==> src/core/status_pkg.sv <==
// Shared constants, types and commands for the status event register groups
// Operation
// - Enabled quality events OR into quality summary
// - Overload sets quality bit and general bit 3
// - Volt 1, current 2, resistance 512 quality weights
// - Temperature 1024, totalizer overflow 2048 quality weights
// - Memory full with lost reading sets 4096
// - Clear-status or quality query clears quality events
// - Quality mask cleared at power, preset, zero
// - Operation complete set when prior commands finish; code also waits until no scan is active
// - Query error weight 4 on three causes
// - Device 8, execution 16, command 32 errors
// - Error bits 2-5 push error entry, except overload
// - Power-on bit 128 set until read or cleared
// - General summary goes to status byte bit 5
// - Four alarm limits latch at weights 1-8
// - Alarm condition bit 4 shows queue not empty
// - Alarm queue discard sets weight 32
// - Clear-status or alarm query clears alarm events
// - Alarm mask cleared at power, preset, zero
// - Events latch and stay; repeats ignored
// - Service request on status bit 6 rising
// - Clear-status keeps masks, clears all events
package status_pkg;
   // Group widths
   localparam int QUES_W = 16;
   localparam int GEN_W = 8;
   localparam int ALARM_W = 16;
   // Quality group bit positions
   localparam int QUES_VOLT_BIT = 0;
   localparam int QUES_CURR_BIT = 1;
   localparam int QUES_RES_BIT = 9;
   localparam int QUES_TEMP_BIT = 10;
   localparam int QUES_TOTAL_BIT = 11;
   localparam int QUES_MEM_BIT = 12;
   localparam logic [15:0] QUES_USED = 16'h1e03;
   localparam logic [15:0] QUES_EVENT_RESET = 16'h0000;
   // General group bit positions
   localparam int GEN_OPC_BIT = 0;
   localparam int GEN_QUERY_BIT = 2;
   localparam int GEN_DEVICE_BIT = 3;
   localparam int GEN_EXEC_BIT = 4;
   localparam int GEN_CMD_BIT = 5;
   localparam int GEN_PON_BIT = 7;
   localparam logic [7:0] GEN_USED = 8'hbd;
   localparam logic [7:0] GEN_EVENT_RESET = 8'h80;
   // Alarm group bit positions
   localparam int ALARM_FIRST_BIT = 0;
   localparam int ALARM_COUNT = 4;
   localparam int ALARM_QNE_BIT = 4;
   localparam int ALARM_OVF_BIT = 5;
   localparam logic [15:0] ALARM_USED = 16'h002f;
   localparam logic [15:0] ALARM_EVENT_RESET = 16'h0000;
   // Status byte bit positions
   localparam int STB_ALARM_BIT = 1;
   localparam int STB_QUES_BIT = 3;
   localparam int STB_MAV_BIT = 4;
   localparam int STB_GEN_BIT = 5;
   localparam int STB_RQS_BIT = 6;
   localparam int STB_OPER_BIT = 7;
   localparam logic [7:0] STB_ENABLE_USED = 8'hba;
   // Enable reset values
   localparam logic [15:0] QUES_ENABLE_RESET = 16'h0000;
   localparam logic [7:0] GEN_ENABLE_RESET = 8'h00;
   localparam logic [15:0] ALARM_ENABLE_RESET = 16'h0000;
   localparam logic [7:0] SRE_RESET = 8'h00;

   // Commands from the remote command parser
   typedef enum logic [3:0] {
      CMD_CLEAR_STATUS = 4'h0,
      CMD_PRESET = 4'h1,
      CMD_QUES_EVENT_QUERY = 4'h2,
      CMD_QUES_ENABLE_WRITE = 4'h3,
      CMD_QUES_ENABLE_QUERY = 4'h4,
      CMD_GEN_EVENT_QUERY = 4'h5,
      CMD_GEN_ENABLE_WRITE = 4'h6,
      CMD_GEN_ENABLE_QUERY = 4'h7,
      CMD_ALARM_EVENT_QUERY = 4'h8,
      CMD_ALARM_COND_QUERY = 4'h9,
      CMD_ALARM_ENABLE_WRITE = 4'ha,
      CMD_ALARM_ENABLE_QUERY = 4'hb,
      CMD_OPC = 4'hc,
      CMD_SRE_WRITE = 4'hd,
      CMD_SRE_QUERY = 4'he,
      CMD_STB_QUERY = 4'hf
   } cmd_code_type;

   typedef struct packed {
      cmd_code_type code;
      logic [15:0] value;
   } cmd_type;

   // Raw instrument event strobes, one cycle each
   typedef struct packed {
      logic volt_overload;
      logic curr_overload;
      logic res_overload;
      logic temp_overload;
      logic totalizer_overflow;
      logic memory_lost;
      logic empty_read;
      logic unread_query;
      logic buffers_full;
      logic device_error;
      logic exec_error;
      logic command_error;
      logic [3:0] alarm_hit;
      logic alarm_lost;
   } event_in_type;

   // Error queue push classes
   typedef struct packed {
      logic query;
      logic device;
      logic exec;
      logic command;
   } err_kind_type;

   // Group summaries
   typedef struct packed {
      logic alarm;
      logic ques;
      logic gen;
      logic master;
   } summary_type;
endpackage

==> src/core/status_system.sv <==
// Status event groups, status byte summary and service request
`timescale 1ns/1ps
module status_system (
   // Clock and reset
   input wire logic sys_clk,
   input wire logic rst_n,
   // Power-up configuration
   input wire logic power_on_clear_setting,
   input wire logic [7:0] saved_gen_enable,
   input wire logic [7:0] saved_sre,
   // Command port
   input wire logic cmd_valid,
   input wire status_pkg::cmd_type cmd,
   output logic rsp_valid,
   output logic [15:0] rsp_data,
   // Instrument events and conditions
   input wire status_pkg::event_in_type ev,
   input wire logic alarm_queue_not_empty,
   input wire logic commands_done,
   input wire logic scan_active,
   input wire logic message_available,
   input wire logic oper_summary,
   input wire logic serial_poll,
   // Error queue push
   output logic err_push,
   output status_pkg::err_kind_type err_kind,
   // Status outputs
   output logic [7:0] status_byte,
   output status_pkg::summary_type summary,
   output logic srq
);
   import status_pkg::*;

   // Places one flag at its weight in a 16-bit word
   function automatic logic [15:0] at16(input logic flag, input int pos);
      at16 = flag ? (16'h0001 << pos) : 16'h0000;
   endfunction

   // Places one flag at its weight in an 8-bit word
   function automatic logic [7:0] at8(input logic flag, input int pos);
      at8 = flag ? (8'h01 << pos) : 8'h00;
   endfunction

   // Command decode
   logic is_cls, is_preset, is_ques_evq, is_ques_enw, is_ques_enq, is_gen_evq, is_gen_enw, is_gen_enq;
   logic is_alarm_evq, is_alarm_condq, is_alarm_enw, is_alarm_enq, is_opc, is_sre_w, is_sre_q, is_stb_q, is_query;

   assign is_cls = cmd_valid && (cmd.code == CMD_CLEAR_STATUS);
   assign is_preset = cmd_valid && (cmd.code == CMD_PRESET);
   assign is_ques_evq = cmd_valid && (cmd.code == CMD_QUES_EVENT_QUERY);
   assign is_ques_enw = cmd_valid && (cmd.code == CMD_QUES_ENABLE_WRITE);
   assign is_ques_enq = cmd_valid && (cmd.code == CMD_QUES_ENABLE_QUERY);
   assign is_gen_evq = cmd_valid && (cmd.code == CMD_GEN_EVENT_QUERY);
   assign is_gen_enw = cmd_valid && (cmd.code == CMD_GEN_ENABLE_WRITE);
   assign is_gen_enq = cmd_valid && (cmd.code == CMD_GEN_ENABLE_QUERY);
   assign is_alarm_evq = cmd_valid && (cmd.code == CMD_ALARM_EVENT_QUERY);
   assign is_alarm_condq = cmd_valid && (cmd.code == CMD_ALARM_COND_QUERY);
   assign is_alarm_enw = cmd_valid && (cmd.code == CMD_ALARM_ENABLE_WRITE);
   assign is_alarm_enq = cmd_valid && (cmd.code == CMD_ALARM_ENABLE_QUERY);
   assign is_opc = cmd_valid && (cmd.code == CMD_OPC);
   assign is_sre_w = cmd_valid && (cmd.code == CMD_SRE_WRITE);
   assign is_sre_q = cmd_valid && (cmd.code == CMD_SRE_QUERY);
   assign is_stb_q = cmd_valid && (cmd.code == CMD_STB_QUERY);
   assign is_query = is_ques_evq | is_ques_enq | is_gen_evq | is_gen_enq | is_alarm_evq | is_alarm_condq
      | is_alarm_enq | is_sre_q | is_stb_q;

   // Power-up marker that survives one cycle past reset
   logic in_reset;

   always_ff @(posedge sys_clk)
   begin
      in_reset <= !rst_n;
   end

   logic powering;
   assign powering = in_reset && rst_n;

   // Measurement overload of any kind
   logic any_overload;
   assign any_overload = ev.volt_overload | ev.curr_overload | ev.res_overload | ev.temp_overload;

   // Quality group inputs
   logic [15:0] ques_set;
   assign ques_set = at16(ev.volt_overload, QUES_VOLT_BIT)
      | at16(ev.curr_overload, QUES_CURR_BIT)
      | at16(ev.res_overload, QUES_RES_BIT)
      | at16(ev.temp_overload, QUES_TEMP_BIT)
      | at16(ev.totalizer_overflow, QUES_TOTAL_BIT)
      | at16(ev.memory_lost, QUES_MEM_BIT);

   logic ques_clear, ques_en_clear;
   assign ques_clear = is_cls | is_ques_evq;
   assign ques_en_clear = powering | is_preset;

   logic [15:0] ques_events, ques_enable;
   logic ques_summary;

   event_group #(
      .W(QUES_W),
      .USED(QUES_USED),
      .EVENT_RESET(QUES_EVENT_RESET),
      .ENABLE_RESET(QUES_ENABLE_RESET)
   ) u_ques (
      .sys_clk(sys_clk),
      .rst_n(rst_n),
      .set_bits(ques_set),
      .clear_events(ques_clear),
      .enable_write(is_ques_enw),
      .enable_value(cmd.value),
      .enable_clear(ques_en_clear),
      .events(ques_events),
      .enable(ques_enable),
      .summary(ques_summary)
   );

   // Operation complete tracking
   logic opc_done;

   opc_tracker u_opc (
      .sys_clk(sys_clk),
      .rst_n(rst_n),
      .opc_mark(is_opc),
      .commands_done(commands_done),
      .scan_active(scan_active),
      .opc_done(opc_done)
   );

   // General group inputs
   logic query_err;
   assign query_err = ev.empty_read | ev.unread_query | ev.buffers_full;

   logic [7:0] gen_set;
   assign gen_set = at8(opc_done, GEN_OPC_BIT)
      | at8(query_err, GEN_QUERY_BIT)
      | at8(ev.device_error | any_overload, GEN_DEVICE_BIT)
      | at8(ev.exec_error, GEN_EXEC_BIT)
      | at8(ev.command_error, GEN_CMD_BIT);

   logic gen_clear;
   assign gen_clear = is_cls | is_gen_evq;

   // Mask is cleared or restored at power-up by the clear setting
   logic gen_en_write;
   logic [7:0] gen_en_value;
   assign gen_en_write = powering | is_gen_enw;
   assign gen_en_value = powering ? (power_on_clear_setting ? 8'h00 : saved_gen_enable) : cmd.value[7:0];

   logic [7:0] gen_events, gen_enable;
   logic gen_summary;

   // Power-on bit comes from the event reset value
   event_group #(
      .W(GEN_W),
      .USED(GEN_USED),
      .EVENT_RESET(GEN_EVENT_RESET),
      .ENABLE_RESET(GEN_ENABLE_RESET)
   ) u_gen (
      .sys_clk(sys_clk),
      .rst_n(rst_n),
      .set_bits(gen_set),
      .clear_events(gen_clear),
      .enable_write(gen_en_write),
      .enable_value(gen_en_value),
      .enable_clear(1'b0),
      .events(gen_events),
      .enable(gen_enable),
      .summary(gen_summary)
   );

   // Alarm group inputs
   logic [15:0] alarm_set;
   assign alarm_set = ({12'h000, ev.alarm_hit} << ALARM_FIRST_BIT)
      | at16(ev.alarm_lost, ALARM_OVF_BIT);

   logic alarm_clear, alarm_en_clear;
   assign alarm_clear = is_cls | is_alarm_evq;
   assign alarm_en_clear = powering | is_preset;

   logic [15:0] alarm_events, alarm_enable;
   logic alarm_summary;

   event_group #(
      .W(ALARM_W),
      .USED(ALARM_USED),
      .EVENT_RESET(ALARM_EVENT_RESET),
      .ENABLE_RESET(ALARM_ENABLE_RESET)
   ) u_alarm (
      .sys_clk(sys_clk),
      .rst_n(rst_n),
      .set_bits(alarm_set),
      .clear_events(alarm_clear),
      .enable_write(is_alarm_enw),
      .enable_value(cmd.value),
      .enable_clear(alarm_en_clear),
      .events(alarm_events),
      .enable(alarm_enable),
      .summary(alarm_summary)
   );

   // Alarm condition word, only the queue bit exists
   logic [15:0] alarm_cond;
   assign alarm_cond = at16(alarm_queue_not_empty, ALARM_QNE_BIT);

   // Error queue push for errors other than overloads
   err_kind_type next_err_kind;
   assign next_err_kind.query = query_err;
   assign next_err_kind.device = ev.device_error;
   assign next_err_kind.exec = ev.exec_error;
   assign next_err_kind.command = ev.command_error;

   always_ff @(posedge sys_clk)
   begin
      if (!rst_n)
      begin
         err_push <= 1'b0;
         err_kind <= '0;
      end
      else
      begin
         err_push <= |next_err_kind;
         err_kind <= next_err_kind;
      end
   end

   // Status byte enable, set at power-up by the clear setting
   logic [7:0] sre;
   logic [7:0] next_sre;
   assign next_sre = powering ? (power_on_clear_setting ? 8'h00 : (saved_sre & STB_ENABLE_USED))
      : (is_sre_w ? (cmd.value[7:0] & STB_ENABLE_USED) : sre);

   always_ff @(posedge sys_clk)
   begin
      if (!rst_n)
         sre <= SRE_RESET;
      else
         sre <= next_sre;
   end

   // Status byte condition bits without the request bit
   logic [7:0] stb_base;
   assign stb_base = at8(alarm_summary, STB_ALARM_BIT)
      | at8(ques_summary, STB_QUES_BIT)
      | at8(message_available, STB_MAV_BIT)
      | at8(gen_summary, STB_GEN_BIT)
      | at8(oper_summary, STB_OPER_BIT);

   // Master summary and request on its rising edge
   logic master;
   logic master_prev;
   logic rqs;
   logic next_rqs;
   assign master = |(stb_base & sre);
   assign next_rqs = (master & ~master_prev) | (rqs & ~serial_poll);

   always_ff @(posedge sys_clk)
   begin
      if (!rst_n)
      begin
         master_prev <= 1'b0;
         rqs <= 1'b0;
      end
      else
      begin
         master_prev <= master;
         rqs <= next_rqs;
      end
   end

   // Query answer selection
   logic [15:0] next_rsp;
   assign next_rsp = is_ques_evq ? ques_events
      : is_ques_enq ? ques_enable
      : is_gen_evq ? {8'h00, gen_events}
      : is_gen_enq ? {8'h00, gen_enable}
      : is_alarm_evq ? alarm_events
      : is_alarm_condq ? alarm_cond
      : is_alarm_enq ? alarm_enable
      : is_sre_q ? {8'h00, sre}
      : is_stb_q ? {8'h00, stb_base | at8(master, STB_RQS_BIT)}
      : 16'h0000;

   // Registered answer and status outputs
   always_ff @(posedge sys_clk)
   begin
      if (!rst_n)
      begin
         rsp_valid <= 1'b0;
         rsp_data <= 16'h0000;
         status_byte <= 8'h00;
         summary <= '0;
      end
      else
      begin
         rsp_valid <= is_query;
         rsp_data <= next_rsp;
         status_byte <= stb_base | at8(rqs, STB_RQS_BIT);
         summary <= {alarm_summary, ques_summary, gen_summary, master};
      end
   end

   assign srq = rqs;
endmodule

==> src/core/event_group.sv <==
// One latched event register with its enable mask and summary
`timescale 1ns/1ps
module event_group #(
   parameter int W = 16,
   parameter logic [W-1:0] USED = '1,
   parameter logic [W-1:0] EVENT_RESET = '0,
   parameter logic [W-1:0] ENABLE_RESET = '0
) (
   // Clock and reset
   input wire logic sys_clk,
   input wire logic rst_n,
   // Event side
   input wire logic [W-1:0] set_bits,
   input wire logic clear_events,
   // Mask side
   input wire logic enable_write,
   input wire logic [W-1:0] enable_value,
   input wire logic enable_clear,
   // Results
   output logic [W-1:0] events,
   output logic [W-1:0] enable,
   output logic summary
);
   logic [W-1:0] next_events;
   logic [W-1:0] next_enable;

   // Set wins over clear; unused bits never latch
   assign next_events = ((clear_events ? '0 : events) | set_bits) & USED;
   // Zero write or enable_clear clears the mask; clear wins over a write
   assign next_enable = enable_clear ? '0 : (enable_write ? (enable_value & USED) : enable);
   // Summary from currently latched events
   assign summary = |(events & enable);

   // Event and mask registers
   always_ff @(posedge sys_clk)
   begin
      if (!rst_n)
      begin
         events <= EVENT_RESET;
         enable <= ENABLE_RESET;
      end
      else
      begin
         events <= next_events;
         enable <= next_enable;
      end
   end
endmodule

==> src/core/opc_tracker.sv <==
// Holds a pending operation-complete mark until commands and scan finish
`timescale 1ns/1ps
module opc_tracker (
   // Clock and reset
   input wire logic sys_clk,
   input wire logic rst_n,
   // Mark and completion conditions
   input wire logic opc_mark,
   input wire logic commands_done,
   input wire logic scan_active,
   // Completion pulse
   output logic opc_done
);
   logic pending;
   logic finish;
   logic next_pending;

   // Completion needs idle parser and no scan
   assign finish = pending && commands_done && !scan_active;
   // A new mark in the finishing cycle stays pending
   assign next_pending = opc_mark | (pending & ~finish);

   // Pending flag and one-cycle done pulse
   always_ff @(posedge sys_clk)
   begin
      if (!rst_n)
      begin
         pending <= 1'b0;
         opc_done <= 1'b0;
      end
      else
      begin
         pending <= next_pending;
         opc_done <= finish;
      end
   end
endmodule

==> config.mk <==
export PLATFORM = sky130hd
export DESIGN_NAME = status_system
export DESIGN_NICKNAME = d
export VERILOG_FILES = /design/src/core/status_pkg.sv /design/src/core/status_system.sv /design/src/core/event_group.sv /design/src/core/opc_tracker.sv
export SDC_FILE = /design/constraint.sdc
export NUM_CORES = 1
export LEC_CHECK = 0
export BUFFER_PORTS_ARGS = -buffer_cell sky130_fd_sc_hd__buf_4
export CORE_ASPECT_RATIO = 1.1
export CORE_MARGIN = 2
export CORE_UTILIZATION = 50
export DETAILED_ROUTE_END_ITERATION = 7
export PLACE_DENSITY_LB_ADDON = 0.1
export SLEW_MARGIN = 10
export SYNTH_ARGS = -nofsm -noshare
export SYNTH_HDL_FRONTEND = slang
export SYNTH_SLANG_ARGS = --single-unit
==> constraint.sdc <==
create_clock -name sys_clk -period 1.65 [get_ports sys_clk]
set_input_delay 0.0825 -clock sys_clk [delete_from_list [all_inputs] [get_ports sys_clk]]
set_output_delay 0.0825 -clock sys_clk [all_outputs]
set_load 0.01 [all_outputs]
# Yosys cells after proc, flatten, opt, wreduce, memory -nomap -nowiden
# Cells that the tools add are included.
[classes] add_sub_neg=0 n_mul=0 div_mod_pow=0 n_lt_le_gt_ge=0 n_eq_ne=15 n_shift=0 muxes=37 bitwise=51 reduce_logical=29
[ops] op="$mux 8" n=12
[ops] op="$mux 16" n=4
[ops] op="$eq 4x4->1 const B" n=8
[ops] op="$reduce_or 16->1" n=2
[ops] op="$mux 13" n=2
[ops] op="$mux 6" n=4
[ops] op="$or 1x1->1" n=21
[ops] op="$logic_and 1x1->1" n=19
[ops] op="$and 8x8->8" n=2
[ops] op="$eq 4x3->1 const B" n=4
[ops] op="$or 8x7->8" n=2
[ops] op="$reduce_or 8->1" n=2
[ops] op="$mux 5" n=3
[ops] op="$mux 7" n=2
[ops] op="$and 13x13->13" n=1
[ops] op="$or 12x13->13" n=1
[ops] op="$or 13x13->13" n=1
[ops] op="$mux 12" n=1
[ops] op="$or 11x12->12" n=1
[ops] op="$or 5x6->6" n=2
[ops] op="$mux 11" n=1
[ops] op="$or 10x11->11" n=1
[ops] op="$mux 10" n=1
[ops] op="$or 2x10->10" n=1
[ops] op="other kinds (23)" n=34
[word_totals] register_bits=82 latchBits=0 ram_bits=0 rom_bits=0 in_bits=63 output_inout_bits=35 word_cells=156 n_memories=0

# Longest topological paths before layout
# Gate-level depths: netlist of the first run.
[logic_depth] ltp_word=20 ltp_mapped=6 ltp_nobuf=4

# Modules after synthesis
# A second synthesis of the first run with hierarchy kept.
[unflattened] hier_cells=453 hier_area_um2=3882.5
[by_module_without_submodules] module="status_system" n_inst=1 cells_each=278 area_per_inst_um2=2179.6 seq_area_each_um2=720.7
[by_module_without_submodules] module="event_group at u_ques" n_inst=1 cells_each=63 area_per_inst_um2=603.1 seq_area_each_um2=240.2
[by_module_without_submodules] module="event_group at u_alarm" n_inst=1 cells_each=58 area_per_inst_um2=544.3 seq_area_each_um2=200.2
[by_module_without_submodules] module="event_group at u_gen" n_inst=1 cells_each=47 area_per_inst_um2=483.0 seq_area_each_um2=240.2
[by_module_without_submodules] module="opc_tracker" n_inst=1 cells_each=7 area_per_inst_um2=72.6 seq_area_each_um2=40.0

# Least setup slack after synthesis of the first run
# OpenSTA, ideal clock, no wires.
[synth_timing] kind="register to register" start="register u_alarm.events[1]" end="register rqs (netlist: srq)" arrival_time_ns=1.368 required_ns=1.512 path_slack_ns=0.145 stages_incl_launch_ff=5 n_path_buf=0 path_cell_list="dfxtp_1 a222oi_1 a21boi_1 o41ai_2 o22ai_1"
[synth_via] elab_chain_len=11
[synth_lines] element="start, declared" line="event_group.sv:20" rtl="output logic [W-1:0] events,"
[synth_lines] element="start signal, assigned" line="event_group.sv:44" rtl="events <= next_events;"
[synth_lines] element="$and 6x6->6" line="event_group.sv:32" rtl="assign summary = |(events & enable);"
[synth_lines] element="$reduce_or 16->1" line="event_group.sv:32"
[synth_lines] element="$mux 2" line="status_system.sv:41" rtl="at8 = flag ? (8'h01 << pos) : 8'h00;"
[synth_lines] element="$or 2x4->4" line="status_system.sv:242" rtl="| at8(ques_summary, STB_QUES_BIT)"
[synth_lines] element="$or 4x5->5" line="status_system.sv:243" rtl="| at8(message_available, STB_MAV_BIT)"
[synth_lines] element="$or 5x6->6" line="status_system.sv:244" rtl="| at8(gen_summary, STB_GEN_BIT)"
[synth_lines] element="$or 6x8->8" line="status_system.sv:245" rtl="| at8(oper_summary, STB_OPER_BIT);"
[synth_lines] element="$and 8x8->8" line="status_system.sv:252" rtl="assign master = |(stb_base & sre);"
[synth_lines] element="$reduce_or 8->1" line="status_system.sv:252"
[synth_lines] element="$and 1x1->1" line="status_system.sv:253" rtl="assign next_rqs = (master & ~master_prev) | (rqs & ~serial_poll);"
[synth_lines] element="$or 1x1->1" line="status_system.sv:253"
[synth_lines] element="end signal, assigned" line="status_system.sv:265" rtl="rqs <= next_rqs;"
[synth_lines] element="end, declared" line="status_system.sv:250" rtl="logic rqs;"
# Every way passes these cells.
# A chain may end at the register's enable or synchronous reset.

# Worst setup path in the final report of the first run
[layout_timing] start="register u_alarm.enable[1]" end="register rqs (netlist: srq)"
[layout_via] elab_chain_len=11
[layout_lines] element="start, declared" line="event_group.sv:21" rtl="output logic [W-1:0] enable,"
[layout_lines] element="start signal, assigned" line="event_group.sv:45" rtl="enable <= next_enable;"
[layout_lines] element="$and 6x6->6" line="event_group.sv:32"
[layout_lines] element="$reduce_or 16->1" line="event_group.sv:32"
[layout_lines] element="$mux 2" line="status_system.sv:41"
[layout_lines] element="$or 2x4->4" line="status_system.sv:242"
[layout_lines] element="$or 4x5->5" line="status_system.sv:243"
[layout_lines] element="$or 5x6->6" line="status_system.sv:244"
[layout_lines] element="$or 6x8->8" line="status_system.sv:245"
[layout_lines] element="$and 8x8->8" line="status_system.sv:252"
[layout_lines] element="$reduce_or 8->1" line="status_system.sv:252"
[layout_lines] element="$and 1x1->1" line="status_system.sv:253"
[layout_lines] element="$or 1x1->1" line="status_system.sv:253"
# Every way passes these cells.

==> reports/results.tsv, run 1 <==
stage	metric	value	unit
global_route	GRT overflow	0	
die	die area	6640	sq um
route	WL final	8.53	mm
global_route	GR peak layer	met2	
cts	clk root buf	clkbuf_8	
route	First-pass DRT Iterations	6	
layout	layout cell share with drive strength beyond 1	0.267	
route	DRT iter0 DRCs	208	
die	standard-cell rows	29	
global_route	GRT Resource Usage Total	0.262	
synthesis	Yosys cell types	50	
global_route	vias in the first global route	2846	
synthesis	YS warnings	0	
die	effective utilization at floorplan	0.520	
sta	Final Hold Viols	0	
die	Die Y	85.3	um
job	Max Cap Violations	0	
synthesis	FF+latch count, synth	68	
layout	Nets	515	
die	Ports	98	
route	vias	3026	
cts	clk_lat worst skew	340	ps
worst_setup_path	CP startpoint kind	flop	
placement	setup slack at placement	19.2	ps
global_route	global-route met3 utilization	0.0372	
power_and_ir_drop	Worst VDD drop	0.686	mV
power_and_ir_drop	Static Leak	1.72	nW
sta	final worst slack	81.5	ps
synthesis	Post-synth ARST share	0	
route	DRC viols	0	
sta	post-route setup TNS	0	ps
cts	CTS Buf Count	9	
power_and_ir_drop	PD cells	905	nW/um^2
sta	f_max	638	MHz
worst_setup_path	critical path type	reg2reg	
worst_setup_path	worst path required time	1850	ps
sta	skew final	12.0	ps
synthesis	Mapped Cells	346	
worst_setup_path	largest fanout on the critical path	3	
worst_setup_path	Worst Setup End Kind	flop	
global_route	GR Layer Usage met1	0.342	
hold_path	Hold WC Path Type	in2reg	
cts	clock sinks	68	
sta	part of the cycle the worst path needs	0.951	
sta	Final Setup Violations	0	
placement	GPL Wtd Cong	0.904	
placement	DPL Wire Length	6.12	mm
placement	I/O Buffers	81	
sta	fin crit period	1570	ps
die	core area	5770	sq um
synthesis	Mapped Area	3000	sq um
route	routed vias/inst	5.67	
synthesis	EDFF count, synth	0	
global_route	routing usage on met2	0.438	
die	die width	77.9	um
cts	CTS tree	yes	
synthesis	Synth Flop Type	dfxtp_1	
synthesis	proportion of netlist area held by the largest area contributor	0.454	
worst_setup_path	worst path arrival time	1770	ps
layout	area delta synth->final	38.1	%
synthesis	Seq/Total Area, Yosys	0.454	
synthesis	cell taking the most area after synthesis	dfxtp_1	
layout	Antenna Cells	0	
synthesis	synth top area cells	dfxtp_1, a21oi_1, nor2_1	
route	Post-DRT Antenna Nets	0	
cts	Max H-tree Level	3	
power_and_ir_drop	Tot Pwr	3.75	mW
route	WL/cell	16.0	um
global_route	largest net degree at the start of global routing	34	
global_route	initial antenna violation count	0	
outcome	status	complete, no violations	
cts	Clock Pin Slew Worst Setup and Hold Paths	70	ps
sta	max-slew violations	0	
global_route	first-pass GRT wire length	13.6	mm
cts	CTS max path bufs	2	
sta	worst hold slack	6.49	ps
synthesis	syn_area_per_cell	8.68	sq um
-- cell usage in the layout, fill, tap and decap left out, types with 2 or more instances in the layout --
cell,Yosys,final
a31oi_1,8,8
or3_1,3,3
nor3_1,14,14
clkinvlp_4,0,2
dfxtp_1,68,67
a211oi_1,3,3
a311oi_1,7,7
nand2_1,25,25
o2bb2ai_1,4,4
o311a_1,4,4
o311ai_0,2,2
clkbuf_8,0,9
nand3b_1,6,6
buf_4,12,99
xnor2_1,2,2
nand3_1,3,3
nor2b_1,2,2
mux2i_1,11,11
o21ai_0,19,19
a21oi_1,40,40
a2bb2oi_1,2,2
conb_1,1,6
inv_1,9,9
a22oi_1,12,12
bufinv_16,0,2
o31ai_1,2,2
nor2_1,34,34
and2_1,5,5
nand2b_1,5,5
dlygate4sd3_1,0,23
a221o_1,2,2
-- sequential cells by signal, summed over array words and instances, names as in the netlist, 4 cells and up --
register        flops
u_alarm.enable      5
u_gen.events        6
u_ques.enable       6
u_alarm.events      5
status_byte         6
sre                 5
rsp_data           12
err_kind            4
u_ques.events       6
u_gen.enable        6
-- power breakdown --
group	switching [mW]	total (mW)	internal [mW]
Sequential	0.0533	1.77	1.71
Combinational	0.250	0.510	0.260
Clock	0.624	1.47	0.851
-- cell usage after synthesis, drive strengths merged (2+ instances only) --
cell	instances
a221o	2
a31oi	8
o21ai	19
nor2	34
o2bb2ai	4
nor3	15
or3	3
a2bb2oi	2
nand2b	5
mux2i	11
a311oi	7
nand3b	6
and2	5
a211oi	3
xnor2	2
nand2	25
o311ai	2
buf	21
inv	9
o31ai	2
a21oi	40
o311a	4
clkbuf	11
nand3	4
dfxtp	68
nor2b	3
a22oi	12
-- area by class of cell --
cell class              count  area, sq um
inverters                  10         37.5
flip-flops and latches     68         1360
clock buffers              10          128
fillers                   475         1620
multi-input cells         241         1460
well taps                  77         96.3
repair buffers            122          973
clock inverters             6         88.8
-- critical path, stage by stage, from the launching register on --
cell and delay [ps]:
dfxtp_2 320, a222oi_1 330, buf_4 180, a21boi_2 70
o41ai_4 440, o22ai_1 110
-- cell families (layout without fill, tap and decap cells) --
kind of cell,count (synthesis),in the layout,share of synthesized area
AO/OA/AOI/OAI,116,116,0.254
XOR/XNOR,2,2,0.00584
buffers and inverters,42,148,0.0713
flip-flops,68,68,0.454
multiplexers,11,11,0.0367
other,1,6,0.00125
AND/OR/NAND/NOR,106,106,0.177
-- timing repair --
item | CTS | global route
buffers inserted | 0 | 1
resized for setup | 0 | 3
pin swaps | 1 | 3
hold buffers | 23 | 0
cloned | 0 | 0
endpoints found under the setup margin | 1 | 2
endpoints found under the hold margin | 24 | 0
-- worst paths after layout --
path                                         end  cells after the start  slack (ps)                            from
hold / removal    u_alarm.enable[2]$_SDFFE_PP0P_                      3           6                          cmd[2]
setup / recovery                  srq$_SDFF_PN0_                      5          80  u_alarm.enable[1]$_SDFFE_PP0P_
hold reg to reg        status_byte[6]$_SDFF_PN0_                      2         450                  srq$_SDFF_PN0_
setup reg to reg                  srq$_SDFF_PN0_                      5          80  u_alarm.enable[1]$_SDFFE_PP0P_
-- per-layer routing --
layer / vias to the layer above / part of all wire
met5: - / 0
met4: 0 / 0.017
met3: 19 / 0.079
met2: 145 / 0.48
met1: 1405 / 0.42
li1: 1457 / -
-- through the flow --
stage / utilization / cell area, sq um / instances
after global routing: 0.719 / 4150 / 534
after global placement: 0.637 / 3680 / 494
after CTS: 0.715 / 4120 / 533
final: 0.719 / 4150 / 534
after detailed placement: 0.637 / 3680 / 494
after floorplan: - / 3020 / 351
Power figures use the tool's default switching activity.
==> run 2, diff against run 1 <==
--- a/config.mk
+++ b/config.mk
@@ -7,7 +7,7 @@
 export LEC_CHECK = 0
 export BUFFER_PORTS_ARGS = -buffer_cell sky130_fd_sc_hd__buf_4
 export CORE_ASPECT_RATIO = 1.1
-export CORE_MARGIN = 2
+export CORE_MARGIN = 4
 export CORE_UTILIZATION = 50
 export DETAILED_ROUTE_END_ITERATION = 7
 export PLACE_DENSITY_LB_ADDON = 0.1
==> reports/results.tsv, run 2 (synthesized netlist as in run 1, its figures left out) <==
stage	metric	value	unit	change
sta	slew margin rel.	0.665		
layout	Antenna Cells	0		unchanged
layout	Finished Cell Area	4120	sq um	-0.54%
route	routed vias/inst	5.66		about the same
route	DRT iter0 DRCs	345		+66%
sta	max-slew violations	0		unchanged
worst_setup_path	WP buf/inv	1		unchanged
sta	skew final	13.3	ps	+1.34 ps
sta	f_max	616	MHz	-3.4%
power_and_ir_drop	sw frac	0.265		+0.0179
layout	max reg flops	12		unchanged
worst_setup_path	r2r setup slk	30	ps	-50 ps
outcome	status	complete, no violations		
worst_setup_path	max incr delay on CP	430	ps	about the same
worst_setup_path	worst path required time	1870	ps	+20 ps
cts	CTS max path bufs	2		unchanged
cts	clk root buf	clkbuf_8		
hold_path	Hold WC Path Type	in2reg		
power_and_ir_drop	Comb pwr share	0.147		+0.011
die	Die Y	89.3	um	+4.7%
worst_setup_path	CP startpoint kind	flop		
global_route	GRT overflow	0		unchanged
worst_setup_path	worst path arrival time	1840	ps	+70 ps
route	Post-DRT Antenna Nets	0		unchanged
route	WL/cell	16.3	um	+2.0%
job	Max Cap Violations	0		unchanged
global_route	GRT Resource Usage Total	0.249		-0.0124
cts	CTS Buf Count	9		unchanged
power_and_ir_drop	Tot Pwr	3.47	mW	-7.5%
route	vias	3029		+0.099%
cts	clock sinks	68		unchanged
power_and_ir_drop	Worst VDD drop	0.599	mV	-13%
worst_setup_path	critical path type	reg2reg		
cts	clk_lat worst skew	350	ps	about the same
cts	Clock Pin Slew Worst Setup and Hold Paths	80	ps	about the same
power_and_ir_drop	Sequential Power Share	0.510		+0.039
sta	RSZ-0062 raised after global routing	yes		
placement	I/O Buffers	81		unchanged
power_and_ir_drop	PD cells	841	nW/um^2	-7.0%
route	WL final	8.71	mm	+2.2%
worst_setup_path	worst-path cell chain	a222oi_1 -> buf_4 -> a21boi_4 -> o41ai_4 -> o22ai_1		
global_route	initial antenna violation count	0		unchanged
worst_setup_path	CP max stage cell	o41ai_4		
global_route	first-pass GRT wire length	13.7	mm	+0.40%
cts	Max H-tree Level	3		unchanged
sta	Final Hold Viols	0		unchanged
layout	most common cell after layout, fill and taps aside	buf_4		
sta	part of the cycle the worst path needs	0.984		+0.0330
worst_setup_path	largest fanout on the critical path	3		unchanged
sta	fin crit period	1620	ps	+54.5 ps
placement	Post-DP Area	3660	sq um	-0.41%
layout	Largest Register	rsp_data		
global_route	largest net degree at the start of global routing	34		unchanged
layout	Nets	516		+0.19%
global_route	routing usage on met2	0.406		-0.0318
route	First-pass DRT Iterations	5		-1
sta	Worst Max-Slew Pin Slew	503	ps	
global_route	vias in the first global route	2830		-0.56%
die	standard-cell rows	29		unchanged
layout	layout cell share with drive strength beyond 1	0.266		-0.000583
worst_setup_path	Largest delay share family, worst path	compound AO/OA/AOI/OAI gates		
sta	worst hold slack	1.80	ps	-4.69 ps
die	core area	5810	sq um	+0.63%
die	die width	81.9	um	+5.1%
global_route	GR Layer Usage met1	0.321		-0.0206
die	Ports	98		unchanged
placement	DPL Wire Length	6.26	mm	+2.2%
layout	area delta synth->final	37.4	%	
global_route	GR peak layer	met2		
power_and_ir_drop	Static Leak	1.71	nW	-0.60%
cts	CTS tree	yes		
worst_setup_path	Worst Setup End Kind	flop		
layout	most frequent cells in the layout	buf_4, dfxtp_1, a21oi_1, nor2_1		
power_and_ir_drop	sw power	0.920	mW	-0.80%
global_route	global-route met3 utilization	0.0565		+0.0192
die	effective utilization at floorplan	0.517		-0.00325
sta	Final Setup Violations	0		unchanged
power_and_ir_drop	Cell Int Power	2.55	mW	-9.7%
die	die area	7310	sq um	+10%
placement	GPL Wtd Cong	0.969		+7.2%
route	DRC viols	0		unchanged
power_and_ir_drop	Clk network pwr share	0.343		-0.050
==> run 2: cell types whose count changed in the layout (fill, tap and decap cells not counted), sizes merged <==
cell         before  now
bufinv            2    0
clkinv            3    5
dlygate4sd3      23   25
buf              99   98
clkbuf           10   11
clkinvlp          2    1
==> run 2: worst reg2reg max path, delay by kind of cell, from the launching register on <==
kind | cells | cell delay, ps
compound gates | 4 | 980
buf+inv | 1 | 190
flops | 1 | 340
==> run 2: layout make-up <==
cell class,count,area [sq um]
Fill cell,479,1680
Multi-Input combinational cell,241,1470
Sequential cell,68,1360
Timing Repair Buffer,123,986
Clock buffer,11,141
Tap cell,77,96.3
Inverter,10,37.5
Clock inverter,5,27.5
==> run 2: worst paths after layout <==
path | start | end | cells past startpoint
worst max-delay path | u_alarm.enable[1]$_SDFFE_PP0P_ | srq$_SDFF_PN0_ | 5
worst min-delay path | cmd[0] | u_ques.enable[0]$_SDFFE_PP0P_ | 3
worst max register to register | u_alarm.enable[1]$_SDFFE_PP0P_ | srq$_SDFF_PN0_ | 5
worst min register to register | summary[0]$_SDFF_PN0_ | srq$_SDFF_PN0_ | 1
==> run 2: routing by layer <==
| layer | routed length [um] | vias to the layer above |
|---|---|---|
| li1 | - | 1457 |
| met1 | 3640 | 1394 |
| met2 | 4120 | 160 |
| met3 | 772 | 18 |
| met4 | 174 | 0 |
| met5 | 0 | - |
==> run 2: per-stage QoR <==
stage	util	setup slack [ps]	instances	setup TNS (ps)
floorplan	-	145	351	0
global placement	0.631	73.1	492	0
detailed placement	0.631	6.19	492	0
CTS	0.701	12.2	532	0
global route	0.710	-57.3	535	-80.4
finish	0.710	27.0	535	0
==> run 2: timing repair <==
item	in CTS	in global routing
gates cloned	0	0
pin swaps	1	2
hold buffers	24	1
endpoints found under the setup margin	1	3
resized for setup	0	5
endpoints found under the hold margin	25	1
buffers inserted	0	2
==> run 2: power groups by stage <==
stage	Clock (mW)	Combinational, mW	Sequential, mW
2_1_floorplan	0	0.249	1.79
6_report	1.19	0.511	1.77
3_5_place_dp	0	0.452	1.80
3_3_place_gp	0	0.447	1.80
5_1_grt	1.27	0.556	1.78
4_1_cts	1.20	0.497	1.77
==> run 3, diff against run 2 <==
--- a/config.mk
+++ b/config.mk
@@ -5,6 +5,7 @@
 export SDC_FILE = /design/constraint.sdc
 export NUM_CORES = 1
 export LEC_CHECK = 0
+export ABC_AREA = 1
 export BUFFER_PORTS_ARGS = -buffer_cell sky130_fd_sc_hd__buf_4
 export CORE_ASPECT_RATIO = 1.1
 export CORE_MARGIN = 4
==> reports/results.tsv, run 3 <==
stage	metric	value	unit	change
synthesis	synth top area cells	dfxtp_1, nand2_1, a21oi_1		
sta	final worst slack	188	ps	+161 ps
synthesis	Mapped Cells	406		+17%
hold_path	Hold Path Stages	3		unchanged
power_and_ir_drop	PD cells	945	nW/um^2	+12%
global_route	largest net degree at the start of global routing	18		-47%
placement	DP Cell Count	553		+12%
power_and_ir_drop	Worst VDD drop	0.710	mV	+19%
route	First-pass DRT Iterations	5		unchanged
hold_path	Hold Startpoint	cmd[9]		
hold_path	Hold WC Path Type	in2reg		
die	die area	7150	sq um	-2.2%
power_and_ir_drop	Static Leak	1.87	nW	+9.6%
worst_setup_path	reg2reg end	sre[1]$_SDFFE_PN0P_		
placement	DPL Wire Length	6.07	mm	-3.1%
route	Post-DRT Antenna Nets	0		unchanged
die	die width	81.0	um	-1.1%
synthesis	Yosys cell types	31		-38%
cts	CTS tree	yes		
worst_setup_path	worst path arrival time	1710	ps	-130 ps
worst_setup_path	WP buf/inv	3		+2
global_route	vias in the first global route	2785		-1.6%
sta	slew margin rel.	0.661		-0.00350
synthesis	Post-synth top cells	nand2_1, dfxtp_1, inv_1, nor2_1, a21oi_1		
synthesis	top-count cell post-synth	nand2_1		
global_route	first-pass GRT wire length	13.3	mm	-2.7%
worst_setup_path	CP startpoint kind	primary input		
synthesis	YS warnings	0		unchanged
job	Max Cap Violations	0		unchanged
outcome	status	complete, no violations		
worst_setup_path	worst path required time	1890	ps	+20 ps
cts	CTS max path bufs	2		unchanged
cts	CTS Buf Count	9		unchanged
global_route	GRT overflow	0		unchanged
layout	max reg flops	12		unchanged
layout	Largest Register	rsp_data		
cts	clk_lat worst skew	340	ps	about the same
synthesis	FF+latch count, synth	68		unchanged
route	routed vias/inst	5.06		-11%
die	Ports	98		unchanged
sta	f_max	684	MHz	+11%
worst_setup_path	Largest delay share family, worst path	buffers and inverters		
worst_setup_path	r2r setup slk	310	ps	+280 ps
layout	layout cell share with drive strength beyond 1	0.225		-0.0416
worst_setup_path	largest fanout on the critical path	3		unchanged
global_route	GRT Resource Usage Total	0.247		-0.00198
cts	clk root buf	clkbuf_8		
worst_setup_path	Worst Setup End Kind	flop		
worst_setup_path	max incr delay on CP	620	ps	+190 ps
die	effective utilization at floorplan	0.529		+0.0124
layout	Core Util, Final	0.728		+0.0175
sta	post-route setup TNS	0	ps	unchanged
global_route	initial antenna violation count	0		unchanged
die	Die Y	88.3	um	-1.1%
worst_setup_path	Worst Setup SP	ev[10]		
layout	most frequent cells in the layout	nand2_1, buf_4, dfxtp_1, inv_1, nor2_1		
route	vias	2993		-1.2%
placement	setup slack at placement	320	ps	+314 ps
synthesis	cell taking the most area after synthesis	dfxtp_1		
sta	skew final	5.61	ps	-7.68 ps
worst_setup_path	Worst Reg-to-Reg Cells	6		+1
synthesis	Seq/Total Area, Yosys	0.465		+0.0110
sta	RSZ-0062 raised after global routing	no		
synthesis	Synth Flop Type	dfxtp_1		
synthesis	proportion of netlist area held by the largest area contributor	0.465		+0.0110
layout	most common cell after layout, fill and taps aside	nand2_1		
worst_setup_path	worst-path cell chain	dlygate4sd3_1 -> buf_4 -> nor3_1 -> dlygate4sd3_1 -> nor2_1		
sta	worst hold slack	10.8	ps	+9.02 ps
cts	Clock Pin Slew Worst Setup and Hold Paths	70	ps	about the same
placement	I/O Buffers	81		unchanged
worst_setup_path	most used cell, CP	dlygate4sd3_1		
worst_setup_path	critical path type	in2reg		
layout	Layout Cells excl Fill	591		+10%
worst_setup_path	CP max stage cell	dlygate4sd3_1		
layout	Nets	574		+11%
sta	max-slew violations	0		unchanged
cts	Max H-tree Level	3		unchanged
worst_setup_path	reg2reg start	in_reset$_DFF_P_		
hold_path	hold path endpoint	u_ques.enable[9]$_SDFFE_PP0P_		
layout	area delta synth->final	37.5	%	about the same
sta	part of the cycle the worst path needs	0.886		-0.0973
die	core area	5540	sq um	-4.7%
route	DRC viols	0		unchanged
sta	Final Hold Viols	0		unchanged
die	standard-cell rows	28		-3.4%
synthesis	syn_area_per_cell	7.22	sq um	-17%
placement	GPL Wtd Cong	0.864		-11%
route	WL final	8.28	mm	-4.9%
route	DRT iter0 DRCs	200		-42%
cts	clock sinks	68		unchanged
synthesis	Post-synth ARST share	0		unchanged
synthesis	EDFF count, synth	0		unchanged
sta	Final Setup Violations	0		unchanged
route	WL/cell	14.0	um	-14%
sta	fin crit period	1460	ps	-161 ps
layout	Antenna Cells	0		unchanged
sta	Worst Max-Slew Pin Slew	508	ps	+5.25 ps
cts	post-CTS resize count	0		unchanged
synthesis	Mapped Area	2930	sq um	-2.4%
run 3: cell count changes after synthesis, moves of 9 or more:
cell / previous run / this run
o21ai_0: 19 / 8
nand2_1: 25 / 117
nor3_1: 14 / 4
a22oi_1: 12 / 1
clkbuf_1: 11 / 2
inv_1: 9 / 40
mux2i_1: 11 / 0
nand3_1: 3 / 31
run 3: per-stage QoR:
stage | power (mW) | area [sq um]
final | 3.81 | 4030
after global routing | 3.97 | 4030
after CTS | 3.81 | 4030
after detailed placement | 2.20 | 3570
after global placement | 2.20 | 3570
after floorplan | 2.01 | 2950
run 3: cells by family (layout without fill, tap and decap cells):
logic type / Yosys count / in the layout / synth area share
other: 1 / 6 / 0.00128
AO/OA/AOI/OAI: 65 / 65 / 0.131
buffers and inverters: 61 / 166 / 0.0927
flip-flops: 68 / 68 / 0.465
AND/OR/NAND/NOR: 211 / 211 / 0.311
run 3: repair_timing:
item                                   in CTS  in global routing
hold buffers                               22                  0
setup buffers                               0                  0
endpoints found under the hold margin      23                  0
run 3: worst register-to-register path, stage by stage (launching register included):
cell	delay, ps
dfxtp_1	390
nand2_2	170
inv_1	300
nand3_1	120
o21ai_0	90
o21ai_0	100
a21oi_1	110
run 3: worst max-delay path by stage:
stage	end	slack, ps	cells after the start
4_1_cts	err_kind[3]$_SDFF_PN0_	200	5
3_3_place_gp	rsp_data[5]$_SDFF_PP0_	330	10
5_1_grt	err_kind[3]$_SDFF_PN0_	120	5
2_1_floorplan	u_gen.enable[2]$_SDFFE_PN0P_	510	5
6_report	err_kind[3]$_SDFF_PN0_	190	5
3_5_place_dp	sre[1]$_SDFFE_PN0P_	320	6
run 3: report_power, final:
group          total, mW  internal (mW)  switching [mW]
logic              0.447          0.216           0.232
registers           1.76           1.71          0.0491
clock network       1.60          0.939           0.659
total               3.81           2.87           0.939
run 3: final cells by class:
class                   count  area [sq um]
well taps                  75          93.8
clock inverters             5          82.6
fillers                   484          1510
flip-flops and latches     68          1360
inverters                  42           158
repair buffers            108           866
clock buffers              11           151
multi-input cells         282          1320
run 3: routing by layer:
layer | up-vias | part of all wire | global-route usage | wire [um]
li1 | 1522 | - | - | -
met1 | 1349 | 0.43 | 0.309 | 3580
met2 | 102 | 0.49 | 0.418 | 4090
met3 | 20 | 0.052 | 0.0397 | 431
met4 | 0 | 0.022 | 0.114 | 179
met5 | - | 0 | 0 | 0
